## src/hdl/ucr_pkg.sv

```systemverilog
package ucr_pkg;

    // ----------------------------------------------------------------
    // Register map: printed offsets are indexes, byte address = 4 * index.
    // ----------------------------------------------------------------
    localparam int          ADDR_W        = 10;
    localparam int          NUM_EP_DEF    = 6;
    localparam logic [7:0]  IDX_IRQ_FLAGS = 8'hbd;
    localparam logic [7:0]  IDX_IRQ_EN    = 8'hbe;
    localparam logic [7:0]  IDX_DEV_ADDR  = 8'hc6;
    localparam logic [7:0]  IDX_EP_SEL    = 8'hc7;
    localparam logic [7:0]  IDX_EP_CTRL   = 8'hd4;

    // ----------------------------------------------------------------
    // Field positions, masks and reset values.
    // ----------------------------------------------------------------
    localparam int          BIT_WAKE      = 5;
    localparam int          BIT_RST_END   = 4;
    localparam int          BIT_SOF       = 3;
    localparam int          BIT_SUSP      = 0;
    localparam int          BIT_FILTER    = 7;
    localparam int          BIT_EP_ON     = 7;
    localparam int          BIT_TOGGLE    = 3;
    localparam int          BIT_DIR       = 2;
    localparam int          TYPE_HI       = 1;
    localparam int          TYPE_LO       = 0;
    localparam int          ADDR_HI       = 6;
    localparam int          EPIDX_HI      = 3;
    localparam logic [7:0]  IRQ_MASK      = 8'h39;
    localparam logic [7:0]  IRQ_EN_RST    = 8'h10;
    localparam logic [7:0]  IRQ_FLAG_RST  = 8'h00;
    localparam logic [7:0]  DEV_ADDR_RST  = 8'h00;
    localparam logic [6:0]  DEV_FIELD_RST = 7'h00;
    localparam logic [3:0]  EP_SEL_RST    = 4'h0;
    localparam logic [7:0]  EPCTL_WR_MASK = 8'h87;
    localparam logic [7:0]  EPCTL_RST_EP0 = 8'h80;
    localparam logic [7:0]  EPCTL_RST_OTH = 8'h00;
    localparam logic [31:0] RDATA_RST     = 32'h0000_0000;

    // Transfer type encoding of the endpoint control type field.
    typedef enum logic [1:0] {
        XFER_CTRL = 2'b00,
        XFER_ISO  = 2'b01,
        XFER_BULK = 2'b10,
        XFER_INTR = 2'b11
    } ucr_xfer_e;

    // Bus events reported by the serial engine, same clock domain.
    typedef struct packed {
        logic sofSeen;
        logic resetEnd;
        logic wakeActivity;
        logic suspendSeen;
        logic busReset;
        logic suspended;
    } ucr_events_s;

    // Accepted data packet report used for the toggle bit.
    typedef struct packed {
        logic       valid;
        logic [3:0] ep;
        logic       data1;
    } ucr_toggle_s;

    // Decoded configuration of one endpoint.
    typedef struct packed {
        logic      on;
        logic      dirIn;
        ucr_xfer_e xfer;
    } ucr_ep_cfg_s;

endpackage

```

## src/hdl/ucr_endpoint_regs.sv

```systemverilog
// Notes on behaviour
// RQ1 - Enable bit 5 passes the wake-up event to the interrupt line.
// RQ2 - Enable bit 4 passes end-of-reset; enable register resets to 10h.
// RQ3 - Enable bit 3 passes the start-of-frame event to the interrupt line.
// RQ4 - Enable bit 0 passes the suspend event to the interrupt line.
// RQ5 - Reserved bits read zero; software writes only zeros there.
// RQ6 - Address register bit 7 switches address filtering on or off.
// RQ7 - Seven-bit device address is zero after reset and every bus reset.
// RQ8 - Firmware loads the address delivered by a set-address request.
// RQ9 - Endpoint index bits 3-0 pick which endpoint indexed accesses reach.
// RQ10 - Software programs the endpoint index only with values 0 to 5.
// RQ11 - Control bit 7 enables the selected endpoint.
// RQ12 - Endpoint 0 comes up enabled after hardware reset and bus reset.
// RQ13 - Toggle bit is read-only: DATA0 sets it, DATA1 clears it.
// RQ14 - Control bit 2 selects IN when one, OUT when zero.
// RQ15 - Direction bit is ignored for control endpoints.
// RQ16 - Type field: 00 control, 01 isochronous, 10 bulk, 11 interrupt.
// RQ17 - Software always configures endpoint 0 as a control endpoint.
// RQ18 - A start-of-frame token sets its flag; software clears it.
// RQ19 - End of bus reset sets its flag; software clears it.
// RQ20 - Non-idle activity while suspended sets the wake-up flag.
// RQ21 - Endpoint control resets to 80h for endpoint 0, 00h otherwise.
// RQ22 - With filtering on, only tokens to the programmed address are answered.
// RQ23 - Interrupt stands while any flag and its enable are both set.
`timescale 1ns/1ps
module ucr_endpoint_regs
    import ucr_pkg::*;
#(
    parameter int NUM_EP = NUM_EP_DEF
) (
    // Clock and reset.
    input  wire logic                     clk,
    input  wire logic                     rst,
    // APB slave.
    input  wire logic                     psel,
    input  wire logic                     penable,
    input  wire logic                     pwrite,
    input  wire logic [ADDR_W-1:0]        paddr,
    input  wire logic [31:0]              pwdata,
    input  wire logic [3:0]               pstrb,
    output logic [31:0]                   prdata,
    output logic                          pready,
    output logic                          pslverr,
    // Serial engine side.
    input  wire ucr_events_s              evt,
    input  wire ucr_toggle_s              tgl,
    input  wire logic                     tokenValid,
    input  wire logic [6:0]               tokenAddr,
    output logic                          tokenMatch,
    // Configuration and interrupt.
    output logic                          usbIrq,
    output logic [3:0]                    epIndex,
    output logic                          addrFilterOn,
    output logic [6:0]                    deviceAddr,
    output ucr_ep_cfg_s [NUM_EP-1:0]      epCfg
);

    // ----------------------------------------------------------------
    // Bus decode.
    // ----------------------------------------------------------------
    logic [7:0] regIdx;
    logic       aligned;
    logic       hitFlags;
    logic       hitIrqEn;
    logic       hitAddr;
    logic       hitSel;
    logic       hitCtl;
    logic       mapped;
    logic       setupPhase;
    logic       accessPhase;
    logic       wrLow;
    logic [7:0] wrByte;
    logic [7:0] irqEn;
    logic [7:0] irqFlags;
    logic [7:0] next_flags;
    logic [7:0] setVec;
    logic [7:0] devAddrReg;
    logic [7:0] rdByte;
    logic [7:0] rdEp;
    logic       epSelValid;
    logic [7:0] epRegs [NUM_EP];

    // The index sits above the two byte bits; misaligned addresses miss.
    assign regIdx      = paddr[ADDR_W-1:2];
    assign aligned     = (paddr[1:0] == 2'b00);
    assign hitFlags    = aligned && (regIdx == IDX_IRQ_FLAGS);
    assign hitIrqEn    = aligned && (regIdx == IDX_IRQ_EN);
    assign hitAddr     = aligned && (regIdx == IDX_DEV_ADDR);
    assign hitSel      = aligned && (regIdx == IDX_EP_SEL);
    assign hitCtl      = aligned && (regIdx == IDX_EP_CTRL);
    assign mapped      = hitFlags || hitIrqEn || hitAddr || hitSel || hitCtl;
    assign setupPhase  = psel && !penable;
    assign accessPhase = psel && penable;
    assign wrByte      = pwdata[7:0];

    // Only lane 0 carries register data; an empty strobe writes nothing.
    assign wrLow = accessPhase && pwrite && pstrb[0] && mapped;

    // Zero wait states; unmapped accesses complete with an error.
    assign pready  = 1'b1;
    assign pslverr = accessPhase && !mapped;

    // ----------------------------------------------------------------
    // Global interrupt enables.
    // ----------------------------------------------------------------
    always_ff @(posedge clk) begin
        if (rst) begin
            irqEn <= IRQ_EN_RST; // RQ2
        end else if (wrLow && hitIrqEn) begin
            irqEn <= wrByte & IRQ_MASK; // RQ1 RQ2 RQ3 RQ4 RQ5
        end
    end

    // ----------------------------------------------------------------
    // Event flags: hardware sets, software clears by writing a zero.
    // A set arriving in the clearing cycle wins so no event is lost.
    // ----------------------------------------------------------------
    always_comb begin
        setVec              = 8'h00;
        setVec[BIT_SOF]     = evt.sofSeen; // RQ18
        setVec[BIT_RST_END] = evt.resetEnd; // RQ19
        setVec[BIT_WAKE]    = evt.suspended && evt.wakeActivity; // RQ20
        setVec[BIT_SUSP]    = evt.suspendSeen;
        next_flags          = irqFlags;
        if (wrLow && hitFlags) begin
            next_flags = irqFlags & wrByte;
        end
        next_flags = (next_flags | setVec) & IRQ_MASK; // RQ5
    end

    always_ff @(posedge clk) begin
        if (rst) begin
            irqFlags <= IRQ_FLAG_RST;
        end else begin
            irqFlags <= next_flags;
        end
    end

    // Registered so the line is glitch free; it trails the flags by one cycle.
    always_ff @(posedge clk) begin
        if (rst) begin
            usbIrq <= 1'b0;
        end else begin
            usbIrq <= |(irqFlags & irqEn); // RQ1 RQ2 RQ3 RQ4 RQ23
        end
    end

    // ----------------------------------------------------------------
    // Device address; bus reset clears the address but keeps the filter.
    // ----------------------------------------------------------------
    always_ff @(posedge clk) begin
        if (rst) begin
            devAddrReg <= DEV_ADDR_RST; // RQ7
        end else if (evt.busReset) begin
            devAddrReg[ADDR_HI:0] <= DEV_FIELD_RST; // RQ7
        end else if (wrLow && hitAddr) begin
            devAddrReg <= wrByte; // RQ6
        end
    end

    assign addrFilterOn = devAddrReg[BIT_FILTER]; // RQ6
    assign deviceAddr   = devAddrReg[ADDR_HI:0];

    // With the filter off every token is ours, as during enumeration.
    assign tokenMatch = tokenValid && (!addrFilterOn || tokenAddr == deviceAddr); // RQ22

    // ----------------------------------------------------------------
    // Endpoint index select.
    // ----------------------------------------------------------------
    always_ff @(posedge clk) begin
        if (rst) begin
            epIndex <= EP_SEL_RST;
        end else if (wrLow && hitSel) begin
            epIndex <= wrByte[EPIDX_HI:0]; // RQ9
        end
    end

    // Indexes above the last endpoint reach nothing: reads zero, writes lost.
    assign epSelValid = (32'(epIndex) < NUM_EP); // RQ10

    // ----------------------------------------------------------------
    // Per-endpoint control registers and their decoded view.
    // ----------------------------------------------------------------
    for (genvar i = 0; i < NUM_EP; i++) begin : g_ep
        logic selHere;
        logic tglHere;

        assign selHere = (epIndex == 4'(i)); // RQ9
        assign tglHere = tgl.valid && (tgl.ep == 4'(i));

        ucr_ep_ctrl #(
            .RST_VAL (i == 0 ? EPCTL_RST_EP0 : EPCTL_RST_OTH) // RQ21
        ) u_ep (
            .clk       (clk),
            .rst       (rst),
            .busReset  (evt.busReset), // RQ12
            .wrEn      (wrLow && hitCtl && selHere), // RQ9 RQ11
            .wrData    (wrByte),
            .toggleSet (tglHere && !tgl.data1), // RQ13
            .toggleClr (tglHere && tgl.data1), // RQ13
            .ctrlReg   (epRegs[i])
        );

        // Control endpoints have no direction, so it is forced to OUT.
        assign epCfg[i].on    = epRegs[i][BIT_EP_ON]; // RQ11
        assign epCfg[i].xfer  = ucr_xfer_e'(epRegs[i][TYPE_HI:TYPE_LO]); // RQ16
        assign epCfg[i].dirIn = epRegs[i][BIT_DIR]
                                && (epCfg[i].xfer != XFER_CTRL); // RQ14 RQ15

        AST_CTRL_NO_DIR: assert property (@(posedge clk) disable iff (rst) // RQ15
            (epRegs[i][TYPE_HI:TYPE_LO] == 2'b00) |-> !epCfg[i].dirIn)
            else $error("control endpoint shows a direction");
    end

    // ----------------------------------------------------------------
    // Read path: data is captured in the setup cycle, valid in access.
    // ----------------------------------------------------------------
    always_comb begin
        rdEp = 8'h00;
        for (int i = 0; i < NUM_EP; i++) begin
            if (epIndex == 4'(i)) begin
                rdEp = epRegs[i]; // RQ9
            end
        end
    end

    always_comb begin
        rdByte = 8'h00;
        if (hitFlags) begin
            rdByte = irqFlags;
        end else if (hitIrqEn) begin
            rdByte = irqEn;
        end else if (hitAddr) begin
            rdByte = devAddrReg;
        end else if (hitSel) begin
            rdByte = {4'h0, epIndex}; // RQ5
        end else if (hitCtl && epSelValid) begin
            rdByte = rdEp;
        end
    end

    always_ff @(posedge clk) begin
        if (rst) begin
            prdata <= RDATA_RST;
        end else if (setupPhase) begin
            prdata <= {24'h00_0000, rdByte}; // RQ5
        end
    end

    // ----------------------------------------------------------------
    // Checks.
    // ----------------------------------------------------------------
    AST_EN_RESET_VALUE: assert property (@(posedge clk) disable iff (rst) // RQ2
        $fell(rst) |-> (irqEn == 8'h10))
        else $error("interrupt enable did not reset to 10h");

    AST_WAKE_GATED: assert property (@(posedge clk) disable iff (rst) // RQ1
        (irqFlags == 8'h20 && !irqEn[BIT_WAKE]) |=> !usbIrq)
        else $error("masked wake-up event raised the interrupt");

    AST_SOF_TO_IRQ: assert property (@(posedge clk) disable iff (rst) // RQ3
        (evt.sofSeen && irqEn[BIT_SOF] && !(wrLow && (hitIrqEn || hitFlags)))
        |=> irqFlags[BIT_SOF] ##1 usbIrq)
        else $error("start-of-frame did not reach the interrupt in two cycles");

    AST_SUSP_GATED: assert property (@(posedge clk) disable iff (rst) // RQ4
        (irqFlags == 8'h01 && !irqEn[BIT_SUSP]) |=> !usbIrq)
        else $error("masked suspend event raised the interrupt");

    AST_RSVD_ZERO: assert property (@(posedge clk) disable iff (rst) // RQ5
        (accessPhase && !pwrite && hitIrqEn) |-> (prdata[7:6] == 2'b00 && prdata[2:1] == 2'b00))
        else $error("reserved enable bits read nonzero");

    AST_ADDR_BUS_RESET: assert property (@(posedge clk) disable iff (rst) // RQ7
        evt.busReset |=> (deviceAddr == 7'h00))
        else $error("device address not cleared by bus reset");

    AST_EP_SELECT_READ: assert property (@(posedge clk) disable iff (rst) // RQ9
        (setupPhase && hitCtl && epIndex == 4'h0) |=> (prdata[7:0] == $past(epRegs[0])))
        else $error("control read did not return endpoint 0");

    AST_EP0_ON_BUS_RESET: assert property (@(posedge clk) disable iff (rst) // RQ12
        evt.busReset |=> (epCfg[0].on && epRegs[0] == 8'h80))
        else $error("endpoint 0 not enabled after bus reset");

    AST_RESET_END_FLAG: assert property (@(posedge clk) disable iff (rst) // RQ19
        evt.resetEnd |=> irqFlags[BIT_RST_END])
        else $error("end-of-reset flag not set");

    AST_WAKE_ONLY_SUSPENDED: assert property (@(posedge clk) disable iff (rst) // RQ20
        ($rose(irqFlags[BIT_WAKE])) |-> $past(evt.suspended && evt.wakeActivity))
        else $error("wake-up flag set while not suspended");

    AST_FILTER_BLOCKS: assert property (@(posedge clk) disable iff (rst) // RQ22
        (addrFilterOn && tokenAddr != deviceAddr) |-> !tokenMatch)
        else $error("token to a foreign address accepted");

    AST_IRQ_FOLLOWS: assert property (@(posedge clk) disable iff (rst) // RQ23
        (usbIrq != $past(|(irqFlags & irqEn))) |-> $past(rst))
        else $error("interrupt does not follow flags and enables");

endmodule

```

## src/hdl/ucr_ep_ctrl.sv

```systemverilog
`timescale 1ns/1ps
module ucr_ep_ctrl
    import ucr_pkg::*;
#(
    parameter logic [7:0] RST_VAL = EPCTL_RST_OTH
) (
    // Clock and reset.
    input  wire logic       clk,
    input  wire logic       rst,
    input  wire logic       busReset,
    // Software write port.
    input  wire logic       wrEn,
    input  wire logic [7:0] wrData,
    // Hardware toggle updates.
    input  wire logic       toggleSet,
    input  wire logic       toggleClr,
    // Register contents.
    output logic [7:0]      ctrlReg
);

    logic [7:0] next_ctrl;

    // ----------------------------------------------------------------
    // Next value: software owns enable, direction and type; the toggle
    // bit belongs to hardware alone, and reserved bits never load.
    // ----------------------------------------------------------------
    always_comb begin
        next_ctrl = ctrlReg;
        if (wrEn) begin
            next_ctrl = (ctrlReg & ~EPCTL_WR_MASK) | (wrData & EPCTL_WR_MASK); // RQ5 RQ11 RQ14 RQ16
        end
        if (toggleSet) begin
            next_ctrl[BIT_TOGGLE] = 1'b1; // RQ13
        end else if (toggleClr) begin
            next_ctrl[BIT_TOGGLE] = 1'b0; // RQ13
        end
    end

    // Bus reset restores the power-up value, so endpoint 0 comes back on.
    always_ff @(posedge clk) begin
        if (rst || busReset) begin
            ctrlReg <= RST_VAL; // RQ12 RQ21
        end else begin
            ctrlReg <= next_ctrl;
        end
    end

    // A DATA0 acceptance must leave the toggle bit set.
    AST_TOGGLE_SET: assert property (@(posedge clk) disable iff (rst) // RQ13
        (toggleSet && !busReset) |=> ctrlReg[BIT_TOGGLE])
        else $error("toggle bit not set after DATA0");

endmodule

```

## config.mk

```make
export PLATFORM = sky130hd
export DESIGN_NAME = ucr_endpoint_regs
export DESIGN_NICKNAME = d
export VERILOG_FILES = /design/src/hdl/ucr_pkg.sv /design/src/hdl/ucr_endpoint_regs.sv /design/src/hdl/ucr_ep_ctrl.sv
export SDC_FILE = /design/constraint.sdc
export NUM_CORES = 1
export LEC_CHECK = 0
export ABC_CLOCK_PERIOD_IN_PS = 4820
export BUFFER_PORTS_ARGS = -buffer_cell sky130_fd_sc_hd__buf_2
export CAP_MARGIN = 20
export CORE_ASPECT_RATIO = 0.6
export CORE_MARGIN = 8
export CORE_UTILIZATION = 52
export CTS_CLUSTER_SIZE = 16
export DETAILED_ROUTE_END_ITERATION = 6
export MAX_ROUTING_LAYER = met4
export PLACE_DENSITY = 0.94
export SYNTH_ARGS = -nofsm -noshare
export SYNTH_HDL_FRONTEND = slang
export SYNTH_SLANG_ARGS = --single-unit
export TNS_END_PERCENT = 100
```

## constraint.sdc

```tcl
create_clock -name clk -period 4.82 [get_ports clk]
set_input_delay 0.482 -clock clk [delete_from_list [all_inputs] [get_ports clk]]
set_output_delay 0.482 -clock clk [all_outputs]
set_load 0.1 [all_outputs]
```

==> summary.md, run 1 <==
| Metric | Value |
|---|---|
| Status | completed |
| CTS Sinks | 59 |
| PwrDens | 281.0 nW/µm² |
| Sum Neg Setup Slack | 0 ns |
| Area grow syn2layout | 11.95% |
| Vias in the first global route | 3017 |
| Cells after Synth | 391 |
| Critical path cell sequence | xor2_1 > nor4_1 > nand4_1 > a21boi_0 > buf_2 |
| Largest net degree at the start of global routing | 38 |
| Synth area leader | dfxtp_1 |
| Die ar. | 9544 µm² |
| Post-synth ARST share | 0% |
| Post-DP HPWL | 7414 µm |
| Crit. End Element | primary output |
| Fill cells | 570 |
| Remaining DRCs | 0 |
| Clk buf depth | 2 |
| Max Cap Violations | 0 |
| PortBufs | 90 |
| Die height | between 70 and 80 µm |
| CP max stage delay | 0.45 ns |
| Multi-input combinational cell area | 1893 µm² |
| Post-CTS Hold Fix Bufs | 0 |
| Leakage power | 1.598 nW |
| Max Slew Vio Count | 0 |
| I/O pin count | ~140 |
| Rel. slew slack | about half |
| CP Buf/Inv Count | 1 |
| Final instance area | ~3800 µm² |
| Vias | 3113 |
| Root Driver | clkbuf_8 |
| Crit path kind | flip-flop to primary output |
| Setup Fix Bufs, Post-CTS | 0 |
| First-pass GRT wire length | 15350 µm |
| Post-CTS sizing | 0 |
| EDFF count, synth | 0 |
| Synth Flop Type | dfxtp_1 |
| Die width | roughly 120 µm |
| Worst-margin pin slew | about 0.74 ns |
| Fin nets | 525 |
| Gr usage total | between 20% and 30% |
| Detailed Route Iter0 Violations | around 300 |
| # setup viols final | 0 |
| Drt total wl | 9813 µm |
| Clk_lat worst skew | 0.35 ns |
| Avg Vias per Cell | approximately 5.7 |
| CP delay by family, top | simple AND/OR/NAND/NOR gates |
| Arrival @ worst endpoint | roughly 2 ns |
| Max Fclk | 397.5 MHz |
| Gr ovfl total | 0 |
| YS warnings | 0 |
| Crit Path Max Fanout | 4 |
| Core ar. | ~6500 µm² |
| Post-Syn Area per Cell | 8.781 µm² |
| Main area contributors after synthesis | dfxtp_1 (34%), mux2i_1 (10%), buf_4 (10%) |
| Layout cells sized above 1 | a little over a quarter |
| RSZ-0062 raised after global routing | false |
| Initial Utilization | 52.56% |
| Critical path startpoint category | flip-flop |
| CTS tree | done |
| FF/Latch Area | 1181 µm² |
| Row cnt | 23 |
| Drt pass-1 iters | 5 |
| CP required | 4.34 ns |
| Antenna violations before repair | 0 |
| DP Area | approximately 3700 µm² |
| Clock skew | 0.004302 ns |
| Yosys top cell area share | 34.40% |
| H-Tree Level Count | 3 |
| Crit share post-route | 52.20% |
| CTS Buf Count | 9 |
| Mapped Area | 3433 µm² |
| Routed Antenna Nets | 0 |
| Post-layout util | 58.84% |
| Distinct cell type count after synthesis | 62 |
| Critical Path Slowest Stage Cell | buf_2 |
| Diodes inserted | 0 |
| Sequential fraction of the synthesis area | 34.40% |
| Peak supply drop | approximately 110 µV |
| WL/cell | 17.97 µm |
| #FFs+latches synth | 59 |
| Hold Vio Cnt, Final | 0 |
| RePlAce Congestion | 0.9035 |
| Clock slew at reported path FFs | 0.06 ns |
| Min Tclk post-route | 2.516 ns |
| Hold Path Class | input port to flip-flop |
==> sequential cells by signal (all words and copies together) (netlist names) <==
signal             count
irqEn                  4
g_ep.u_ep.ctrlReg     30
devAddrReg             8
epIndex                4
prdata                 8
usbIrq                 1
irqFlags               4
==> cells by family (layout without fill, tap and decap cells) <==
logic type                count (synthesis)  count (layout)  synth area share (%)
AOI/OAI and AO/OA                        89              89                 16.98
xor gates and xnor gates                  7               7                 1.786
buffers and inverters                    71             116                 12.97
DFF                                      59              59                 34.40
muxes                                    37              37                 11.19
other                                     2              25                0.2187
and+or+nand+nor                         126             126                 22.45
==> worst reg2reg max path, stage by stage (launching register included) <==
cell and delay (ns):
dfxtp_1 0.79, mux4_2 0.60, nand2_1 0.08, o21ai_0 0.10, a211oi_1 0.30, nor4_1 0.10
==> final cells by class <==
| cell class | count | share of cell area (%) |
|---|---|---|
| multi-input cells | 284 | 49.25 |
| well taps | 87 | 2.832 |
| inverters | 10 | 0.9766 |
| flip-flops and latches | 59 | 30.73 |
| clock buffers | 14 | 4.232 |
| clock inverters | 2 | 0.2604 |
| repair buffers | 90 | 11.72 |
==> final timing paths <==
kind	to	slack, ns	cells after the start	startpoint
max	tokenMatch	2.30	5	devAddrReg[6]$_SDFFE_PP0P_
min	devAddrReg[6]$_SDFFE_PP0P_	0.37	3	pwdata[6]
max reg2reg	prdata[3]$_SDFFE_PP0P_	2.72	5	epIndex[1]$_SDFFE_PP0P_
min reg2reg	prdata[6]$_SDFFE_PP0P_	0.46	2	prdata[6]$_SDFFE_PP0P_
==> report_power, final <==
group | switching [W] | internal, W | total (W)
Sequential | 0.00000290 | 0.000492 | 0.000495
Combinational | 0.000154 | 0.0000284 | 0.000182
Clock | 0.000189 | 0.000213 | 0.000403
==> metal layers <==
| layer | part of all wire, % | global-route usage [%] | vias up | wire [µm] |
|---|---|---|---|---|
| li1 | - | - | 1457 | - |
| met1 | 45 | 26.74 | 1458 | 4373 |
| met2 | 44 | 30.37 | 180 | 4353 |
| met3 | 9.6 | 7.289 | 18 | 941 |
| met4 | 1.5 | 5.948 | 0 | 145 |
| met5 | 0 | - | - | 0 |
==> cell usage in the layout, fill, tap and decap left out, types with 3 or more instances in the layout <==
cell      netlist  final
nor3_1          6      6
dfxtp_1        59     59
nor3_4          5      5
clkbuf_1       10      3
a22oi_1         7      7
nor2_1         51     51
clkbuf_8        0     11
nand3_1         9      9
mux2i_1        35     35
inv_1           9      9
xor2_1          4      4
a21oi_1        26     26
xnor2_1         3      3
nor4_1          4      4
conb_1          2     25
o21a_1          6      6
nor2b_1         9      9
nand2_1        18     18
a211o_1         3      3
a311oi_1        5      5
buf_2           4     90
o21ai_0        20     20
a211oi_1        5      5
==> through the flow <==
step / power, W / worst slack, ns / hold slack, ns / cells
6_report: 0.001080 / 2.304 / 0.3698 / 546
5_1_grt: 0.001119 / 2.144 / 0.3826 / 546
4_1_cts: 0.001081 / 2.329 / 0.3632 / 546
3_5_place_dp: 0.0006845 / 2.323 / 0.4488 / 530
3_3_place_gp: 0.0006814 / 2.402 / 0.4376 / 530
2_1_floorplan: 0.0006648 / 0.6339 / 0.4492 / 414
==> cells in the mapped netlist, drive strengths merged (2+ instances only) <==
library cell	instances
o21a	6
nand2b	2
dfxtp	59
nor3b	3
a211o	3
xor2	4
a311oi	5
nor3	12
a21oi	26
nand3	10
nor4	5
inv	9
conb	2
o2111ai	2
a22oi	7
o21ai	20
nand2	19
nor2	52
xnor2	3
a211oi	5
clkbuf	11
nand4	5
buf	50
nor2b	9
mux2i	35
a21o	2
Note: power is estimated with default switching activity, not from simulation.
==> inputs of run 2 (changes only) <==
--- a/config.mk
+++ b/config.mk
@@ -5,16 +5,17 @@
 export SDC_FILE = /design/constraint.sdc
 export NUM_CORES = 1
 export LEC_CHECK = 0
-export ABC_CLOCK_PERIOD_IN_PS = 4820
+export ABC_AREA = 1
+export ABC_CLOCK_PERIOD_IN_PS = 2300
 export BUFFER_PORTS_ARGS = -buffer_cell sky130_fd_sc_hd__buf_2
 export CAP_MARGIN = 20
 export CORE_ASPECT_RATIO = 0.6
 export CORE_MARGIN = 8
-export CORE_UTILIZATION = 52
+export CORE_UTILIZATION = 44
 export CTS_CLUSTER_SIZE = 16
 export DETAILED_ROUTE_END_ITERATION = 6
 export MAX_ROUTING_LAYER = met4
-export PLACE_DENSITY = 0.94
+export PLACE_DENSITY = 0.85
 export SYNTH_ARGS = -nofsm -noshare
 export SYNTH_HDL_FRONTEND = slang
 export SYNTH_SLANG_ARGS = --single-unit
==> constraint.sdc (replaced) <==
create_clock -name clk -period 2.3 [get_ports clk]
set_input_delay 0.23 -clock clk [delete_from_list [all_inputs] [get_ports clk]]
set_output_delay 0.23 -clock clk [all_outputs]
set_load 0.1 [all_outputs]
==> run 2 against run 1 <==
  * Clock-buffer cell count down 1
  * Highest routed layer unchanged
  * Worst setup slack lost 2.1 ns
  * Core utilization fell by 6.4 points
  * Cell count rose by 23%
  * Sequential power up 110%
  * Critical endpoint unchanged
  * Routed wire length rose by 5.4%
==> summary.md, run 2 <==
| Metric | Value |
|---|---|
| Status | completed |
| Top-count cell post-synth | nand2_1 |
| Largest net degree at the start of global routing | 36 (-5.3%) |
| Avg Vias per Cell | 5.132 (-10%) |
| # setup viols final | 0 (unchanged) |
| Layout Cells excl Fill | 672 (+23%) |
| I/O pin count | 143 (unchanged) |
| Biggest register | g_ep.u_ep.ctrlReg |
| Clock slew at reported path FFs | 0.05 ns (about the same) |
| Post-CTS sizing | 0 (unchanged) |
| Most frequent cells in the layout | buf_2 (90), nand2_1 (72), a21oi_1 (64), dfxtp_1 (57), inv_1 (55) |
| Routed Antenna Nets | 0 (unchanged) |
| Setup WS pre-CTS | 0.3811 ns (-1.942 ns) |
| Yosys top cell area share | 34.45% (+0.050 points) |
| EDFF count, synth | 0 (unchanged) |
| Fin nets | 631 (+20%) |
| Post-CTS Hold Fix Bufs | 0 (unchanged) |
| Hold Vio Cnt, Final | 0 (unchanged) |
| CP required | 2.07 ns (-2.27 ns) |
| Layout cells sized above 1 | 25.35% (-1.9 points) |
| Die ar. | 10970 µm² (+15%) |
| Antenna violations before repair | 0 (unchanged) |
| Crit path kind | flip-flop to primary output |
| Die width | 130.0 µm (+7.5%) |
| Mapped Area | 3428 µm² (-0.15%) |
| Remaining DRCs | 0 (unchanged) |
| Post-DP HPWL | 8003 µm (+7.9%) |
| Setup ws final | 0.2272 ns (-2.077 ns) |
| Gr ovfl total | 0 (unchanged) |
| Min Tclk post-route | 2.073 ns |
| RSZ-0062 raised after global routing | false |
| Cells after Synth | 485 (+24%) |
| Crit share post-route | 90.12% |
| Max Fclk | 482.4 MHz |
| Critical Path Slowest Stage Cell | buf_2 |
| PortBufs | 90 (unchanged) |
| CTS Sinks | 59 (unchanged) |
| Setup Fix Bufs, Post-CTS | 0 (unchanged) |
| Detailed Route Iter0 Violations | 301 (-0.66%) |
| Vias in the first global route | 3306 (+9.6%) |
| Root Driver | clkbuf_16 |
| Sequential fraction of the synthesis area | 34.45% (+0.050 points) |
| Peak supply drop | 258.7 µV (+130%) |
| Hold Path Class | input port to flip-flop |
| RePlAce Congestion | 0.8790 (-2.7%) |
| Synth area leader | dfxtp_1 |
| CP Buf/Inv Count | 1 (unchanged) |
| Top flop regs | g_ep.u_ep.ctrlReg: 30 flops, devAddrReg: 8 flops, prdata: 8 flops |
| Main area contributors after synthesis | dfxtp_1 (34%), buf_4 (9.9%), a21oi_1 (9.3%) |
| Max Cap Violations | 0 (unchanged) |
| Diodes inserted | 0 (unchanged) |
| Core ar. | 7726 µm² (+18%) |
| Critical path cell sequence | xnor2_1 > nor3b_1 > nand4_1 > a21boi_4 > buf_2 |
| Drt pass-1 iters | 5 (unchanged) |
| Initial Utilization | 44.37% (-8.2 points) |
| Synth Flop Type | dfxtp_1 |
| Clk_lat worst skew | 0.33 ns (-0.02 ns) |
| Die height | 84.38 µm (+6.9%) |
| PwrDens | 661.8 nW/µm² (+140%) |
| Max Slew Vio Count | 0 (unchanged) |
| CP delay by family, top | buffers and inverters |
| #FFs+latches synth | 59 (unchanged) |
| WL/cell | 15.39 µm (-14%) |
| Max FFs per register | 30 (unchanged) |
| Min-Delay Path Depth | 2 (-1) |
| YS warnings | 0 (unchanged) |
| Crit. path cell count | 5 (unchanged) |
| Worst-case reg-to-reg path depth | 7 (+2) |
| Post-Syn Area per Cell | 7.069 µm² (-19%) |
| Drt total wl | 10340 µm (+5.4%) |
| CTS tree | done |
| Leakage power | 2.020 nW (+26%) |
| H-Tree Level Count | 3 (unchanged) |
| Arrival @ worst endpoint | 1.84 ns (-0.19 ns) |
| Area grow syn2layout | 18.14% |
| Gr usage total | 19.49% (-1.4 points) |
| Critical path startpoint category | flip-flop |
| Fill cells | 755 (+32%) |
| Commonest non-fill, non-tap cell in the layout | buf_2 |
| Distinct cell type count after synthesis | 39 (-37%) |
| CP max stage delay | 0.43 ns (-0.02 ns) |
| Crit Path Max Fanout | 3 (-1) |
| Vias | 3449 (+11%) |
| CTS Buf Count | 9 (unchanged) |
| Post-synth ARST share | 0% (unchanged) |
| First-pass GRT wire length | 16370 µm (+6.6%) |
| Clock skew | 0.005170 ns (+0.0008683 ns) |
| Most frequent cells after synthesis | nand2_1 (72), a21oi_1 (64), dfxtp_1 (59) |
| Clk buf depth | 2 (unchanged) |
| Row cnt | 25 (+8.7%) |
| Crit. End Element | primary output |
| Dpl cells | 657 (+24%) |
-- run 2: logic make-up (layout without fill, tap and decap cells) --
family | after synthesis | count (layout) | share of synthesized area (%)
flip-flops | 59 | 59 | 34.45
XOR/XNOR | 2 | 2 | 0.5110
AO/OA/AOI/OAI | 126 | 126 | 19.89
AND/OR/NAND/NOR | 185 | 185 | 27.74
buffers and inverters | 111 | 167 | 17.19
other | 2 | 25 | 0.2191
-- run 2: worst paths after layout --
check,startpoint,to,slack [ns]
max reg2reg,epIndex[1]$_SDFFE_PP0P_,prdata[1]$_SDFFE_PP0P_,0.46
min reg2reg,g_ep[1].u_ep.ctrlReg[3]$_SDFFE_PP0P_,g_ep[1].u_ep.ctrlReg[3]$_SDFFE_PP0P_,0.45
max,devAddrReg[3]$_SDFFE_PP0P_,tokenMatch,0.23
min,tgl[0],g_ep[5].u_ep.ctrlReg[3]$_SDFFE_PP0P_,0.09
-- run 2: report_power, final --
group	internal (W)	switching, W
registers	0.00103	0.00000665
logic	0.0000576	0.000323
clock network	0.000806	0.000453
total	0.00190	0.000782
-- run 2: final cells by class --
class	count	area (µm²)	area share [%]
Multi-Input combinational cell	338	1758	43.40
Sequential cell	59	1184	29.22
Timing Repair Buffer	92	465.4	11.49
Clock buffer	13	270.3	6.673
Inverter	60	227.7	5.622
Tap cell	108	135.1	3.336
Clock inverter	2	10.01	0.2471
-- run 2: worst register-to-register path, stage by stage (launching register included) --
cell     delay [ns]
dfxtp_1        0.59
nand3_2        0.28
o21ai_0        0.43
nand3_1        0.15
nand2_1        0.10
nand2_1        0.05
nand2_1        0.07
a21oi_1        0.06
-- run 2: per-stage QoR --
step	power [W]	TNS, ns	hold WS (ns)	area [µm²]	util [%]
2_1_floorplan	0.001391	-0.02521	0.3200	3531	-
3_3_place_gp	0.001430	0	0.4366	3770	48.79
3_5_place_dp	0.001436	0	0.4403	3770	48.79
4_1_cts	0.002689	0	0.08926	4050	52.42
5_1_grt	0.002766	0	0.09485	4050	52.42
6_report	0.002680	0	0.09405	4050	52.42
-- run 2: per-layer routing --
metal	track usage (%)	vias up	share of wire [%]
met1	25.64	1570	46
met3	7.400	14	10
met2	27.58	163	42
met5	-	-	0
met4	4.193	0	1.2
li1	-	1702	-
